==> src/inc/adc_readout_pkg.sv <==
package adc_readout_pkg;

  // ----------------------------------------------------------------
  // Widths and formats
  // ----------------------------------------------------------------
  localparam int RESULT_W = 24;
  localparam int RAW_W    = 26;
  localparam int COUNT_W  = 5;
  localparam logic [RESULT_W-1:0] POS_FULL = 24'h7FFFFF;
  localparam logic [RESULT_W-1:0] NEG_FULL = 24'h800000;
  localparam logic [COUNT_W-1:0] CNT_IDLE   = 5'h1F;
  localparam logic [COUNT_W-1:0] CNT_FORCE  = 5'h18;
  localparam logic [COUNT_W-1:0] CNT_CAL    = 5'h1A;

  // ----------------------------------------------------------------
  // Timing
  // ----------------------------------------------------------------
  localparam int CLK_HZ          = 10_000_000;
  localparam int REF_CLK_HZ      = 2_000_000;
  localparam int REF_RATE_SPS    = 120;
  localparam int CONV_CYCLES_DEF = REF_CLK_HZ / REF_RATE_SPS;
  localparam int CAL_CYCLES_DEF  = 4 * CONV_CYCLES_DEF;
  localparam int STANDBY_HOLD_NS = 20_000;
  localparam int STANDBY_HOLD_CYCLES =
    (STANDBY_HOLD_NS * (CLK_HZ / 1_000_000) + 999) / 1000;
  localparam int UPDATE_NS     = 10_000;
  localparam int UPDATE_CYCLES = (UPDATE_NS * (CLK_HZ / 1_000_000)) / 1000;
  localparam logic [1:0] FILTER_SETTLE = 2'h2;

  // ----------------------------------------------------------------
  // Register map
  // ----------------------------------------------------------------
  localparam logic [3:0] REG_CONTROL = 4'h0;
  localparam logic [3:0] REG_STATUS  = 4'h4;
  localparam logic [3:0] REG_RESULT  = 4'h8;
  localparam logic [3:0] REG_COUNT   = 4'hC;
  localparam int CTRL_CAL_POS   = 0;
  localparam int STAT_LINE_POS  = 0;
  localparam int STAT_CAL_POS   = 1;
  localparam int STAT_STBY_POS  = 2;
  localparam int STAT_STATE_POS = 4;
  localparam int STAT_CNT_POS   = 8;

  typedef enum {ST_CAL, ST_CONVERT, ST_READY, ST_STANDBY} ctrl_state_e;

  // Clips the wide filter output to the 24-bit two's complement range.
  function automatic logic [RESULT_W-1:0] saturate(input logic signed [RAW_W-1:0] raw);
    logic signed [RAW_W-1:0] hi;
    logic signed [RAW_W-1:0] lo;
    hi = RAW_W'(signed'(POS_FULL));
    lo = -hi - RAW_W'(1);
    if (raw > hi) begin
      saturate = POS_FULL;
    end else if (raw < lo) begin
      saturate = NEG_FULL;
    end else begin
      saturate = raw[RESULT_W-1:0];
    end
  endfunction

endpackage

==> src/inc/readout_if.sv <==
`timescale 1ns/1ps
interface readout_if;
  import adc_readout_pkg::*;
  logic                shift_level;
  logic                shift_rise;
  logic                shift_fall;
  logic [2:0]          pin_level;
  logic                pin_edge;
  logic                load;
  logic [RESULT_W-1:0] load_data;
  logic [COUNT_W-1:0]  bit_cnt;
  logic                msb;

  modport sync_side (output shift_level, shift_rise, shift_fall, pin_level, pin_edge);
  modport shift_side (input shift_rise, load, load_data, output bit_cnt, msb);
  modport ctrl_side (input shift_level, shift_rise, shift_fall, pin_level, pin_edge,
                     bit_cnt, msb, output load, load_data);
endinterface

==> src/rtl/adc_readout_ctrl.sv <==
// Local design decisions: the placing of the registers and the Avalon-MM slave port.
`timescale 1ns/1ps
// Functional notes
// RULE_01: Each rising shift clock edge puts the next result bit on the line.
// RULE_02: Select, buffer or sensor pin toggle restarts conversion, line high until settled.
// RULE_03: Toggling channel away and back resets the filter and restarts conversion.
// RULE_04: Host discards three readings after an abrupt input change without toggle.
// RULE_05: Result is 24-bit two's complement, sent most significant bit first.
// RULE_06: Result clips at positive and negative full scale; zero gives zero.
// RULE_07: Result rate scales with device clock, 120 per second at 2 MHz.
// RULE_08: Converts continuously and drives the line low for each new result.
// RULE_09: Host waits for low line, reads before the next update overwrites.
// RULE_10: Line keeps last shifted bit until driven high at next update.
// RULE_11: A 25th shift clock forces the line high.
// RULE_12: After forcing high, line stays high until the next result.
// RULE_13: Host gives at least two extra clocks to request calibration.
// RULE_14: Falling edge of the 26th shift clock starts calibration.
// RULE_15: Host may clock during calibration but should keep it minimal.
// RULE_16: Calibration end drives line low with a settled, valid result.
// RULE_17: Calibration disconnects inputs and applies internal signals.
// RULE_18: Calibration runs automatically after power-up.
// RULE_19: Shift clock held high for the hold time enters standby.
// RULE_20: Standby may be entered at any point of readback.
// RULE_21: Line stays high in standby; standby lasts while shift clock high.
// RULE_22: Shift clock low wakes the device, which converts a valid result.
// RULE_23: Host disables the input buffer during standby.
// RULE_24: Host may stop the device clock during standby.
// RULE_25: 25 bits then standby causes calibration on wakeup before ready.
// RULE_26: Channel select low picks the first pair, high the second.
// RULE_27: Host samples each bit on the falling shift clock edge.
module adc_readout_ctrl
  import adc_readout_pkg::*;
#(
  parameter int CONV_CYCLES = CONV_CYCLES_DEF,
  parameter int CAL_CYCLES  = CAL_CYCLES_DEF
) (
  // Clock and reset.
  input  wire logic                      clk,
  input  wire logic                      rstn,
  // Avalon-MM slave.
  input  wire logic [3:0]                avs_address,
  input  wire logic                      avs_read,
  input  wire logic                      avs_write,
  input  wire logic [31:0]               avs_writedata,
  output logic      [31:0]               avs_readdata,
  output logic                           avs_waitrequest,
  // Serial link pins.
  input  wire logic                      shift_clk,
  output logic                           ready_serial_out,
  // Input selection pins.
  input  wire logic                      channel_select_pin,
  input  wire logic                      input_buffer_enable_pin,
  input  wire logic                      temp_sensor_enable_pin,
  // Modulator and input front end.
  input  wire logic signed [RAW_W-1:0]   raw_sample,
  output logic                           input_pair_select,
  output logic                           buffer_on,
  output logic                           temp_sensor_route,
  output logic                           cal_inputs_disconnect,
  output logic                           standby_active
);

  readout_if ev ();

  // ----------------------------------------------------------------
  // Sub-blocks
  // ----------------------------------------------------------------
  pin_sync #(.N(4)) u_sync (
    .clk  (clk),
    .rstn (rstn),
    .raw  ({temp_sensor_enable_pin, input_buffer_enable_pin, channel_select_pin, shift_clk}),
    .ev   (ev.sync_side)
  );

  result_shifter u_shift (
    .clk  (clk),
    .rstn (rstn),
    .sh   (ev.shift_side)
  );

  // ----------------------------------------------------------------
  // Control state
  // ----------------------------------------------------------------
  localparam int UPDATE_START = CONV_CYCLES - UPDATE_CYCLES;

  ctrl_state_e state;
  ctrl_state_e next_state;
  logic        line;
  logic        next_line;
  logic [31:0] conv_cnt;
  logic [31:0] next_conv_cnt;
  logic [31:0] cal_cnt;
  logic [31:0] next_cal_cnt;
  logic [15:0] hold_cnt;
  logic [15:0] next_hold_cnt;
  logic [1:0]  settle;
  logic [1:0]  next_settle;
  logic        wake_cal;
  logic        next_wake_cal;
  logic [31:0] results;
  logic [31:0] next_results;
  logic        cal_req;
  logic        cal_trigger;
  logic        standby_go;

  assign cal_trigger = (ev.shift_fall && ev.bit_cnt == CNT_CAL) || cal_req; // [RULE_14]
  assign standby_go  = ev.shift_level
                       && hold_cnt == 16'(STANDBY_HOLD_CYCLES - 1); // [RULE_19] [RULE_20]
  assign ev.load_data = saturate(raw_sample); // [RULE_06]

  // Main sequencer. Reset lands in calibration, which doubles as power-up reset.
  always_comb begin
    next_state    = state;
    next_line     = line;
    next_conv_cnt = conv_cnt + 32'h1;
    next_cal_cnt  = cal_cnt;
    next_settle   = settle;
    next_wake_cal = wake_cal;
    next_results  = results;
    next_hold_cnt = (ev.shift_level && hold_cnt != 16'hFFFF) ? hold_cnt + 16'h1 : 16'h0;
    ev.load       = 1'b0;
    case (state)
      ST_CAL: begin
        next_line     = 1'b1;
        next_conv_cnt = '0;
        if (cal_cnt == 32'(CAL_CYCLES - 1)) begin
          ev.load      = 1'b1; // [RULE_16] [RULE_18]
          next_line    = 1'b0;
          next_state   = ST_READY;
          next_cal_cnt = '0;
          next_results = results + 32'h1;
        end else begin
          next_cal_cnt = cal_cnt + 32'h1;
        end
      end
      ST_STANDBY: begin
        next_line     = 1'b1; // [RULE_21]
        next_conv_cnt = '0;
        if (!ev.shift_level) begin
          next_wake_cal = 1'b0;
          next_cal_cnt  = '0;
          next_settle   = FILTER_SETTLE;
          next_state    = wake_cal ? ST_CAL : ST_CONVERT; // [RULE_22] [RULE_25]
        end
      end
      ST_CONVERT, ST_READY: begin
        if (cal_trigger) begin
          next_state   = ST_CAL;
          next_line    = 1'b1;
          next_cal_cnt = '0;
        end else if (ev.pin_edge) begin
          // Filter restart: the line stays high until settled data exists.
          next_state    = ST_CONVERT; // [RULE_02] [RULE_03]
          next_line     = 1'b1;
          next_conv_cnt = '0;
          next_settle   = FILTER_SETTLE;
        end else if (standby_go) begin
          next_state    = ST_STANDBY;
          next_line     = 1'b1;
          next_wake_cal = (ev.bit_cnt == CNT_CAL); // [RULE_25]
        end else begin
          if (state == ST_READY && ev.shift_rise) begin
            // Past bit 24 the line is forced high and stays there.
            next_line = (ev.bit_cnt < CNT_FORCE) ? ev.msb : 1'b1; // [RULE_01] [RULE_11]
          end
          if (conv_cnt == 32'(UPDATE_START)) begin
            next_line  = 1'b1; // [RULE_10] [RULE_12]
            next_state = ST_CONVERT;
          end
          if (conv_cnt == 32'(CONV_CYCLES - 1)) begin
            next_conv_cnt = '0; // [RULE_07]
            if (settle != 2'h0) begin
              next_settle = settle - 2'h1;
            end else begin
              ev.load      = 1'b1; // [RULE_08]
              next_line    = 1'b0;
              next_state   = ST_READY;
              next_results = results + 32'h1;
            end
          end
        end
      end
      default: begin
        next_state = ST_CAL;
      end
    endcase
  end

  always_ff @(posedge clk) begin
    if (!rstn) begin
      state    <= ST_CAL;
      line     <= 1'b1;
      conv_cnt <= '0;
      cal_cnt  <= '0;
      hold_cnt <= '0;
      settle   <= 2'h0;
      wake_cal <= 1'b0;
      results  <= '0;
    end else begin
      state    <= next_state;
      line     <= next_line;
      conv_cnt <= next_conv_cnt;
      cal_cnt  <= next_cal_cnt;
      hold_cnt <= next_hold_cnt;
      settle   <= next_settle;
      wake_cal <= next_wake_cal;
      results  <= next_results;
    end
  end

  // Status outputs decode the registered state; routing follows the synchronised pins, buffer_on also off in standby; inputs are cut off during calibration.
  assign ready_serial_out      = line;
  assign cal_inputs_disconnect = (state == ST_CAL); // [RULE_17]
  assign standby_active        = (state == ST_STANDBY);
  assign input_pair_select     = ev.pin_level[0]; // [RULE_26]
  assign buffer_on             = ev.pin_level[1] & (state != ST_STANDBY);
  assign temp_sensor_route     = ev.pin_level[2];

  // ----------------------------------------------------------------
  // Register slave
  // ----------------------------------------------------------------
  logic        ack;
  logic        next_ack;
  logic [31:0] next_readdata;
  logic [31:0] last_result;
  logic [31:0] next_last_result;

  // Every access waits exactly one cycle; unmapped reads return zero.
  assign avs_waitrequest = (avs_read | avs_write) & ~ack;
  assign cal_req = avs_write && ack && avs_address == REG_CONTROL
                   && avs_writedata[CTRL_CAL_POS];

  always_comb begin
    next_ack         = (avs_read | avs_write) & ~ack;
    next_readdata    = avs_readdata;
    next_last_result = ev.load ? 32'(ev.load_data) : last_result;
    if (avs_read && !ack) begin
      case (avs_address)
        REG_STATUS: begin
          next_readdata = '0;
          next_readdata[STAT_LINE_POS] = line;
          next_readdata[STAT_CAL_POS]  = (state == ST_CAL);
          next_readdata[STAT_STBY_POS] = (state == ST_STANDBY);
          next_readdata[STAT_STATE_POS +: 2] = 2'(state);
          next_readdata[STAT_CNT_POS +: COUNT_W] = ev.bit_cnt;
        end
        REG_RESULT: next_readdata = last_result;
        REG_COUNT:  next_readdata = results;
        default:    next_readdata = '0;
      endcase
    end
  end

  always_ff @(posedge clk) begin
    if (!rstn) begin
      ack          <= 1'b0;
      avs_readdata <= '0;
      last_result  <= '0;
    end else begin
      ack          <= next_ack;
      avs_readdata <= next_readdata;
      last_result  <= next_last_result;
    end
  end
endmodule

==> src/rtl/pin_sync.sv <==
`timescale 1ns/1ps
module pin_sync #(
  parameter int N = 4
) (
  // Clock and reset.
  input  wire logic         clk,
  input  wire logic         rstn,
  // Raw pins: bit 0 is the shift clock, bits 1..3 the select pins.
  input  wire logic [N-1:0] raw,
  // Synchronised levels and edges.
  readout_if.sync_side      ev
);
  import adc_readout_pkg::*;

  logic [N-1:0] meta;
  logic [N-1:0] stab;
  logic [N-1:0] prev;
  logic [N-1:0] next_meta;
  logic [N-1:0] next_stab;
  logic [N-1:0] next_prev;

  // Two flops per pin, then a third flop only for edge detection.
  always_comb begin
    next_meta = raw;
    next_stab = meta;
    next_prev = stab;
  end

  always_ff @(posedge clk) begin
    if (!rstn) begin
      meta <= '0;
      stab <= '0;
      prev <= '0;
    end else begin
      meta <= next_meta;
      stab <= next_stab;
      prev <= next_prev;
    end
  end

  // Any edge on a select pin is reported as one restart pulse.
  assign ev.shift_level = stab[0];
  assign ev.shift_rise  = stab[0] & ~prev[0];
  assign ev.shift_fall  = ~stab[0] & prev[0];
  assign ev.pin_level   = stab[3:1];
  assign ev.pin_edge    = |(stab[3:1] ^ prev[3:1]);

endmodule

==> src/rtl/result_shifter.sv <==
`timescale 1ns/1ps
module result_shifter (
  // Clock and reset.
  input  wire logic clk,
  input  wire logic rstn,
  // Control side.
  readout_if.shift_side sh
);
  import adc_readout_pkg::*;

  logic [RESULT_W-1:0] sr;
  logic [COUNT_W-1:0]  cnt;
  logic [RESULT_W-1:0] next_sr;
  logic [COUNT_W-1:0]  next_cnt;

  // A load wins over a shift; the count saturates so long clock bursts never wrap.
  always_comb begin
    next_sr  = sr;
    next_cnt = cnt;
    if (sh.load) begin
      next_sr  = sh.load_data;
      next_cnt = '0;
    end else if (sh.shift_rise) begin
      if (cnt < COUNT_W'(RESULT_W)) begin
        next_sr = {sr[RESULT_W-2:0], 1'b0}; // [RULE_05]
      end
      if (cnt != CNT_IDLE) begin
        next_cnt = cnt + COUNT_W'(1);
      end
    end
  end

  always_ff @(posedge clk) begin
    if (!rstn) begin
      sr  <= '0;
      cnt <= CNT_IDLE;
    end else begin
      sr  <= next_sr;
      cnt <= next_cnt;
    end
  end

  assign sh.msb     = sr[RESULT_W-1];
  assign sh.bit_cnt = cnt;

endmodule

==> config.mk <==
export PLATFORM = sky130hd
export DESIGN_NAME = adc_readout_ctrl
export DESIGN_NICKNAME = d
export VERILOG_FILES = /design/src/inc/adc_readout_pkg.sv /design/src/inc/readout_if.sv /design/src/rtl/adc_readout_ctrl.sv /design/src/rtl/pin_sync.sv /design/src/rtl/result_shifter.sv
export SDC_FILE = /design/constraint.sdc
export NUM_CORES = 1
export LEC_CHECK = 0
export BUFFER_PORTS_ARGS = -buffer_cell sky130_fd_sc_hd__buf_2
export CAP_MARGIN = 20
export CORE_MARGIN = 5
export CORE_UTILIZATION = 54
export CTS_CLUSTER_DIAMETER = 200
export DETAILED_ROUTE_END_ITERATION = 8
export PLACE_DENSITY = 0.77
export SLEW_MARGIN = 5
export SYNTH_ARGS = -nofsm -noshare
export SYNTH_HDL_FRONTEND = slang
export SYNTH_SLANG_ARGS = --single-unit
==> constraint.sdc <==
create_clock -name clk -period 2.7 [get_ports clk]
set_clock_uncertainty 0.15 [all_clocks]
set_input_delay 0.27 -clock clk [delete_from_list [all_inputs] [get_ports clk]]
set_output_delay 0.27 -clock clk [all_outputs]
set_load 0.005 [all_outputs]
# Word-level counts from Yosys, hierarchy flattened
# Cells that the tools add are included.
# classes
n_addsub,6
magnitude_cmp,3
n_eq_ne,28
muxes,64
n_bitwise,9
reduce_logical,31
# op_table
cell,count
two-way mux 32 bit,21
case mux 32 bit (3 select lines),3
case mux 32 bit (2 select lines),2
two-way mux 24 bit,5
adder 32 x 1 -> 32 bit (second input constant),3
equality test 32 x 15 -> 1 bit (second input constant),2
equality test 32 x 2 -> 1 bit (second input constant),2
equality test 32 x 3 -> 1 bit (second input constant),2
zero test 32 bit,2
equality test 32 x 1 -> 1 bit (second input constant),1
equality test 32 x 17 -> 1 bit (second input constant),1
inequality test 32 x 3 -> 1 bit (second input constant),1
> comparator 26 x 24 -> 1 bit (second input constant),1
less-than comparator 26 x 24 -> 1 bit (second input constant),1
two-way mux 1 bit,20
inequality test 2 bit (second input constant),9
adder 16 x 1 -> 16 bit (second input constant),1
equality test 16 x 8 -> 1 bit (second input constant),1
inequality test 16 bit (second input constant),1
two-way mux 5 bit,3
two-way mux 2 bit,6
nonzero test 2 bit,6
inequality test 3 bit (second input constant),3
equality test 4 bit (second input constant),2
25 further kinds,42
# word_totals
ff_bits,246
in_bits,70
word_cells,157

# Logic depth before layout (Yosys ltp)
# depth
ltp_word,11
depth_mapped,10
ltp_nobuf,8

# Modules after synthesis
# A second synthesis with hierarchy kept.
# unflattened
cells_unflattened,1236
area_unflattened_um2,10645.2
# by_module_without_submodules
mod,instances,cells_per_inst,area_each_um2,seq_area_each_um2
adc_readout_ctrl,1,1088,9038.7,4103.9
result_shifter,1,117,1226.2,580.6
pin_sync,1,31,380.4,240.2

# Worst setup path before layout
# Ideal clock, no wire load.
# synth_path
path_type,reg-to-reg
startpoint,register conv_cnt[0]
endpoint,register results[11]
setup_time_ps,72
arrival_time_ps,2325
t_required_ps,2478
path_slack_ps,154
path_stages_with_launch,9
synth_period_minus_slack_ps,2546
path_cell_list,dfxtp_1 -> ha_1 -> nor4bb_1 -> nand4_1 -> nor3_1 -> o211ai_1 -> buf_2 -> a2111oi_0 -> mux2i_1
# synth_between
elab_chain_len,3
# synth_rtl
element,line_no,text
from (decl),adc_readout_ctrl.sv:90,logic [31:0] conv_cnt;
from (signal assigned),adc_readout_ctrl.sv:202,conv_cnt <= next_conv_cnt;
equality test 32 x 15 -> 1 bit,adc_readout_ctrl.sv:170,if (conv_cnt == 32'(CONV_CYCLES - 1)) begin
inequality test 2 bit (no source line),-,
AND reduction 7 bit (no source line),-,
to (signal assigned),adc_readout_ctrl.sv:207,results <= next_results;
to (decl),adc_readout_ctrl.sv:100,logic [31:0] results;
# No other way between the ends.
# A chain may end at the register's enable or synchronous reset.

# Worst setup path after layout
# layout_path
startpoint,register state[29]
endpoint,output port buffer_on
# layout_between
elab_chain_len,2
# layout_rtl
element,line_no,text
from (decl),adc_readout_ctrl.sv:86,ctrl_state_e state;
from (signal assigned),adc_readout_ctrl.sv:200,state <= next_state;
inequality test 32 x 3 -> 1 bit,adc_readout_ctrl.sv:216,assign buffer_on = ev.pin_level[1] & (state != ST_STANDBY);
AND 1 bit,adc_readout_ctrl.sv:216,
to (decl),adc_readout_ctrl.sv:57,"output logic buffer_on,"
# No other way between the ends.

==> results.py <==
metrics = {
    "yosys": {
        "synth_edf_count": 0,
        "synth-seq-cells": 246,
        "avgSynthCellArea_sq_um": 8.298,
        "synthCells": 1352,
        "yosys_most_used_dff": "dfxtp_1",
        "synth_area_sq_mm": 0.01122,
        "yosys_warnings": 0,
        "yosysSeqAreaShare_pct": 43.89,
        "synthDistinctLibCells": 61,
        "synthArstFlopShare_pct": 0,
    },
    "layout": {
        "nets": 1568,
        "regArea_sq_mm": 0.004925,
        "layout-drive-gt1-share_pct": 16.00,
        "multi_input_area_sq_mm": 0.006177,
        "syn_to_final_growth_pct": 21.26,
        "n_antenna_cell": 0,
        "post-route-util_pct": 66.80,
        "nFillCells": 1652,
    },
    "power": {
        "p_leak_nw": 5.013,
        "power.density_mw_per_mm2": 573.2,
        "power_mw": 7.798,
        "ir_worst_vdd_mv": 0.4577,
    },
    "placement": {
        "routabilityCongestion": 0.8554,
        "pre_cts_ws_ns": -0.04039,
        "hpwlAfterDp_mm": 18.11,
        "portBuffers": 77,
    },
    "sta": {
        "maxSlewViolCount": 0,
        "max_slew_margin_pct": 48.59,
        "setup_slack_ns": 0.07357,
        "worst_pin_slew_ns": 0.7678,
        "min_period_over_period_pct": 97.28,
        "min_period_ns": 2.626,
        "fmax_ghz": 0.3807,
        "finalHoldViolations": 0,
        "finalSetupViolCount": 0,
        "rsz0062_at_grt": "true",
    },
    "critical_path": {
        "worstSetupPathType": "flip-flop to primary output",
        "cp-end-kind": "primary output",
        "cp_data_required_time_ns": 2.28,
        "crit_path_start_kind": "flip-flop",
        "startpoint": "state[29]$_SDFFE_PN0P_",
        "reg2reg_from": "conv_cnt[22]$_SDFF_PN0_",
        "cp.arrival_ns": 2.21,
        "worstPathMaxFanout": 29,
    },
    "clock_network": {
        "cts-root-buf": "clkbuf_16",
        "cts.path.max_buffers": 3,
        "clock_latency_ns": 0.53,
        "clkSinkCount": 246,
        "tritoncts": "built",
        "clk_pin_slew_worst_paths_ns": 0.06,
        "cts.htree.levels": 1,
        "numCtsBuffers": 25,
    },
    "worst_hold_path": {
        "hp-class": "input pin to flip-flop",
        "worstHoldStart": "raw_sample[20]",
    },
    "global_route": {
        "grt_antenna_before_repair": 0,
        "grt_pass1_wl_mm": 45.82,
        "grt_usage_pct": 22.39,
        "grt-ovfl-total": 0,
        "grt_pass1_vias": 9605,
        "grt_max_degree": 47,
    },
    "routing": {
        "wl_per_cell_um": 15.38,
        "first_pass_iters": 5,
        "vias_per_cell": 5.631,
        "drc": 0,
        "first_iter_violations": 717,
        "vias": 10000,
        "routed_wl_mm": 27.32,
        "ant_nets": 0,
    },
    "die": {
        "fp.dieW_um": 154.1,
        "dieArea_sq_mm": 0.02376,
        "start_util_pct": 55.09,
        "num_rows": 52,
        "fp.dieH_um": 154.1,
        "ioPinCount": 109,
        "fp.coreArea_sq_mm": 0.02036,
    },
    "run_status": {
        "outcome": "complete, no violations",
    },
    "job": {
        "cap_violations": 0,
    },
}
==> metrics by stage <==
| stage | area [sq um] | std cells | TNS [ns] | hold slack (ns) |
|---|---|---|---|---|
| after floorplan | 11330 | 1381 | 0 | 0.2473 |
| after global placement | 12250 | 1702 | 0 | 0.2636 |
| after detailed placement | 12250 | 1702 | -0.1968 | 0.2677 |
| after CTS | 13470 | 1776 | 0 | 0.001224 |
| after global routing | 13600 | 1776 | -0.03189 | 0.04018 |
| final | 13600 | 1776 | 0 | 0.01848 |
==> final timing paths <==
kind	endpoint	slack, ns	depth (start not counted)
worst max-delay path	buffer_on	0.07	7
worst min-delay path	u_shift.sr[20]$_SDFFE_PN0P_	0.02	5
worst min register to register	u_sync.next_prev[1]$_SDFF_PN0_	0.28	1
worst max register to register	results[19]$_SDFFE_PN0P_	0.14	7
==> layout by cell type (no fill, tap or decap), types with 7 or more instances in the layout <==
cell type      netlist  routed
a2111oi_2            0       7
a21oi_1             87      87
a22oi_1             24      24
and2_1              13      13
and3_1              21      21
and4_1               7       7
buf_2                3      77
buf_4                0      49
clkbuf_16            0      25
conb_1               1      30
dfxtp_1            246     246
dlygate4sd3_1        0      28
ha_1                10       9
inv_1               22      22
mux2_2              28      28
mux2i_1             35      35
nand2_1            143     143
nand2b_1            32      32
nand3_1             81      81
nand4_1             42      42
nor2_1             192     189
nor3_1              14      13
nor4_1              34      28
nor4b_1             11      10
o21ai_0             47      47
o2bb2ai_1           22      22
or3_1               13      13
xnor2_1             46      46
xor2_1              27      27
==> kinds of logic after synthesis <==
kind of cell | count (synthesis) | share of synthesized area (%)
AND/OR/NAND/NOR | 631 | 27.40
flip-flops | 246 | 43.89
AO/OA/AOI/OAI | 224 | 12.35
buffers and inverters | 104 | 3.580
XOR/XNOR | 73 | 5.699
multiplexers | 63 | 5.933
adder cells (fa/ha/maj) | 10 | 1.115
other | 1 | 0.03342
==> report_power, final <==
group / internal (mW) / switching, mW
Sequential: 3.67 / 0.0197
Clock: 2.30 / 1.46
Combinational: 0.137 / 0.218
Total: 6.10 / 1.69
==> final cells by class <==
type | instances | share of cell area (%)
Multi-Input combinational cell | 1031 | 45.41
Clock inverter | 14 | 1.600
Sequential cell | 246 | 36.20
Timing Repair Buffer | 162 | 8.645
Inverter | 22 | 0.6070
Tap cell | 270 | 2.483
Clock buffer | 31 | 5.058
==> synthesized netlist by cell type, types with 21 or more instances <==
cell type | instances | area share (%)
nand4_1 | 42 | 2.3
a21oi_1 | 87 | 3.9
nand2_1 | 143 | 4.8
o21ai_0 | 47 | 2.1
nand3_1 | 81 | 3.6
dfxtp_1 | 246 | 44
mux2i_1 | 35 | 3.1
inv_1 | 22 | 0.74
nor2_1 | 192 | 6.4
a22oi_1 | 24 | 1.6
nand2b_1 | 32 | 1.8
clkbuf_1 | 69 | 2.3
xor2_1 | 27 | 2.1
and3_1 | 21 | 1.2
nor4_1 | 34 | 1.9
mux2_2 | 28 | 2.8
o2bb2ai_1 | 22 | 1.7
xnor2_1 | 46 | 3.6
==> worst max-delay path, stage by stage (launching register included) <==
cell and delay (ns):
dfxtp_1 0.31, nor4_2 0.28, nand4_1 0.21, or2_4 0.31, buf_6 0.21, nor2_4 0.16, nor2b_1 0.06, buf_2 0.12
==> state kept, by name, summed over array words and instances, names as in the netlist, 2 cells and up <==
register / cells
last_result: 24
state: 32
conv_cnt: 32
settle: 2
cal_cnt: 32
u_sync.next_prev: 4
avs_readdata: 32
u_sync.prev: 4
hold_cnt: 16
u_shift.sr: 24
u_sync.meta: 4
u_shift.sh.bit_cnt: 5
results: 32
==> layer usage <==
| metal | wire, um | up-vias | GRT usage, % |
|---|---|---|---|
| li1 | - | 4998 | - |
| met1 | 12030 | 4656 | 29.64 |
| met2 | 13030 | 289 | 37.94 |
| met3 | 1533 | 57 | 3.345 |
| met4 | 720 | 0 | 6.644 |
| met5 | 0 | - | 0 |
==> timing repair <==
action | CTS | global route
endpoints found under the hold margin | 35 | 0
pin swaps | 1 | 5
setup buffers | 1 | 0
endpoints found under the setup margin | 11 | 60
gates resized for setup | 8 | 29
hold buffers | 28 | 0
Power figures use the tool's default switching activity.
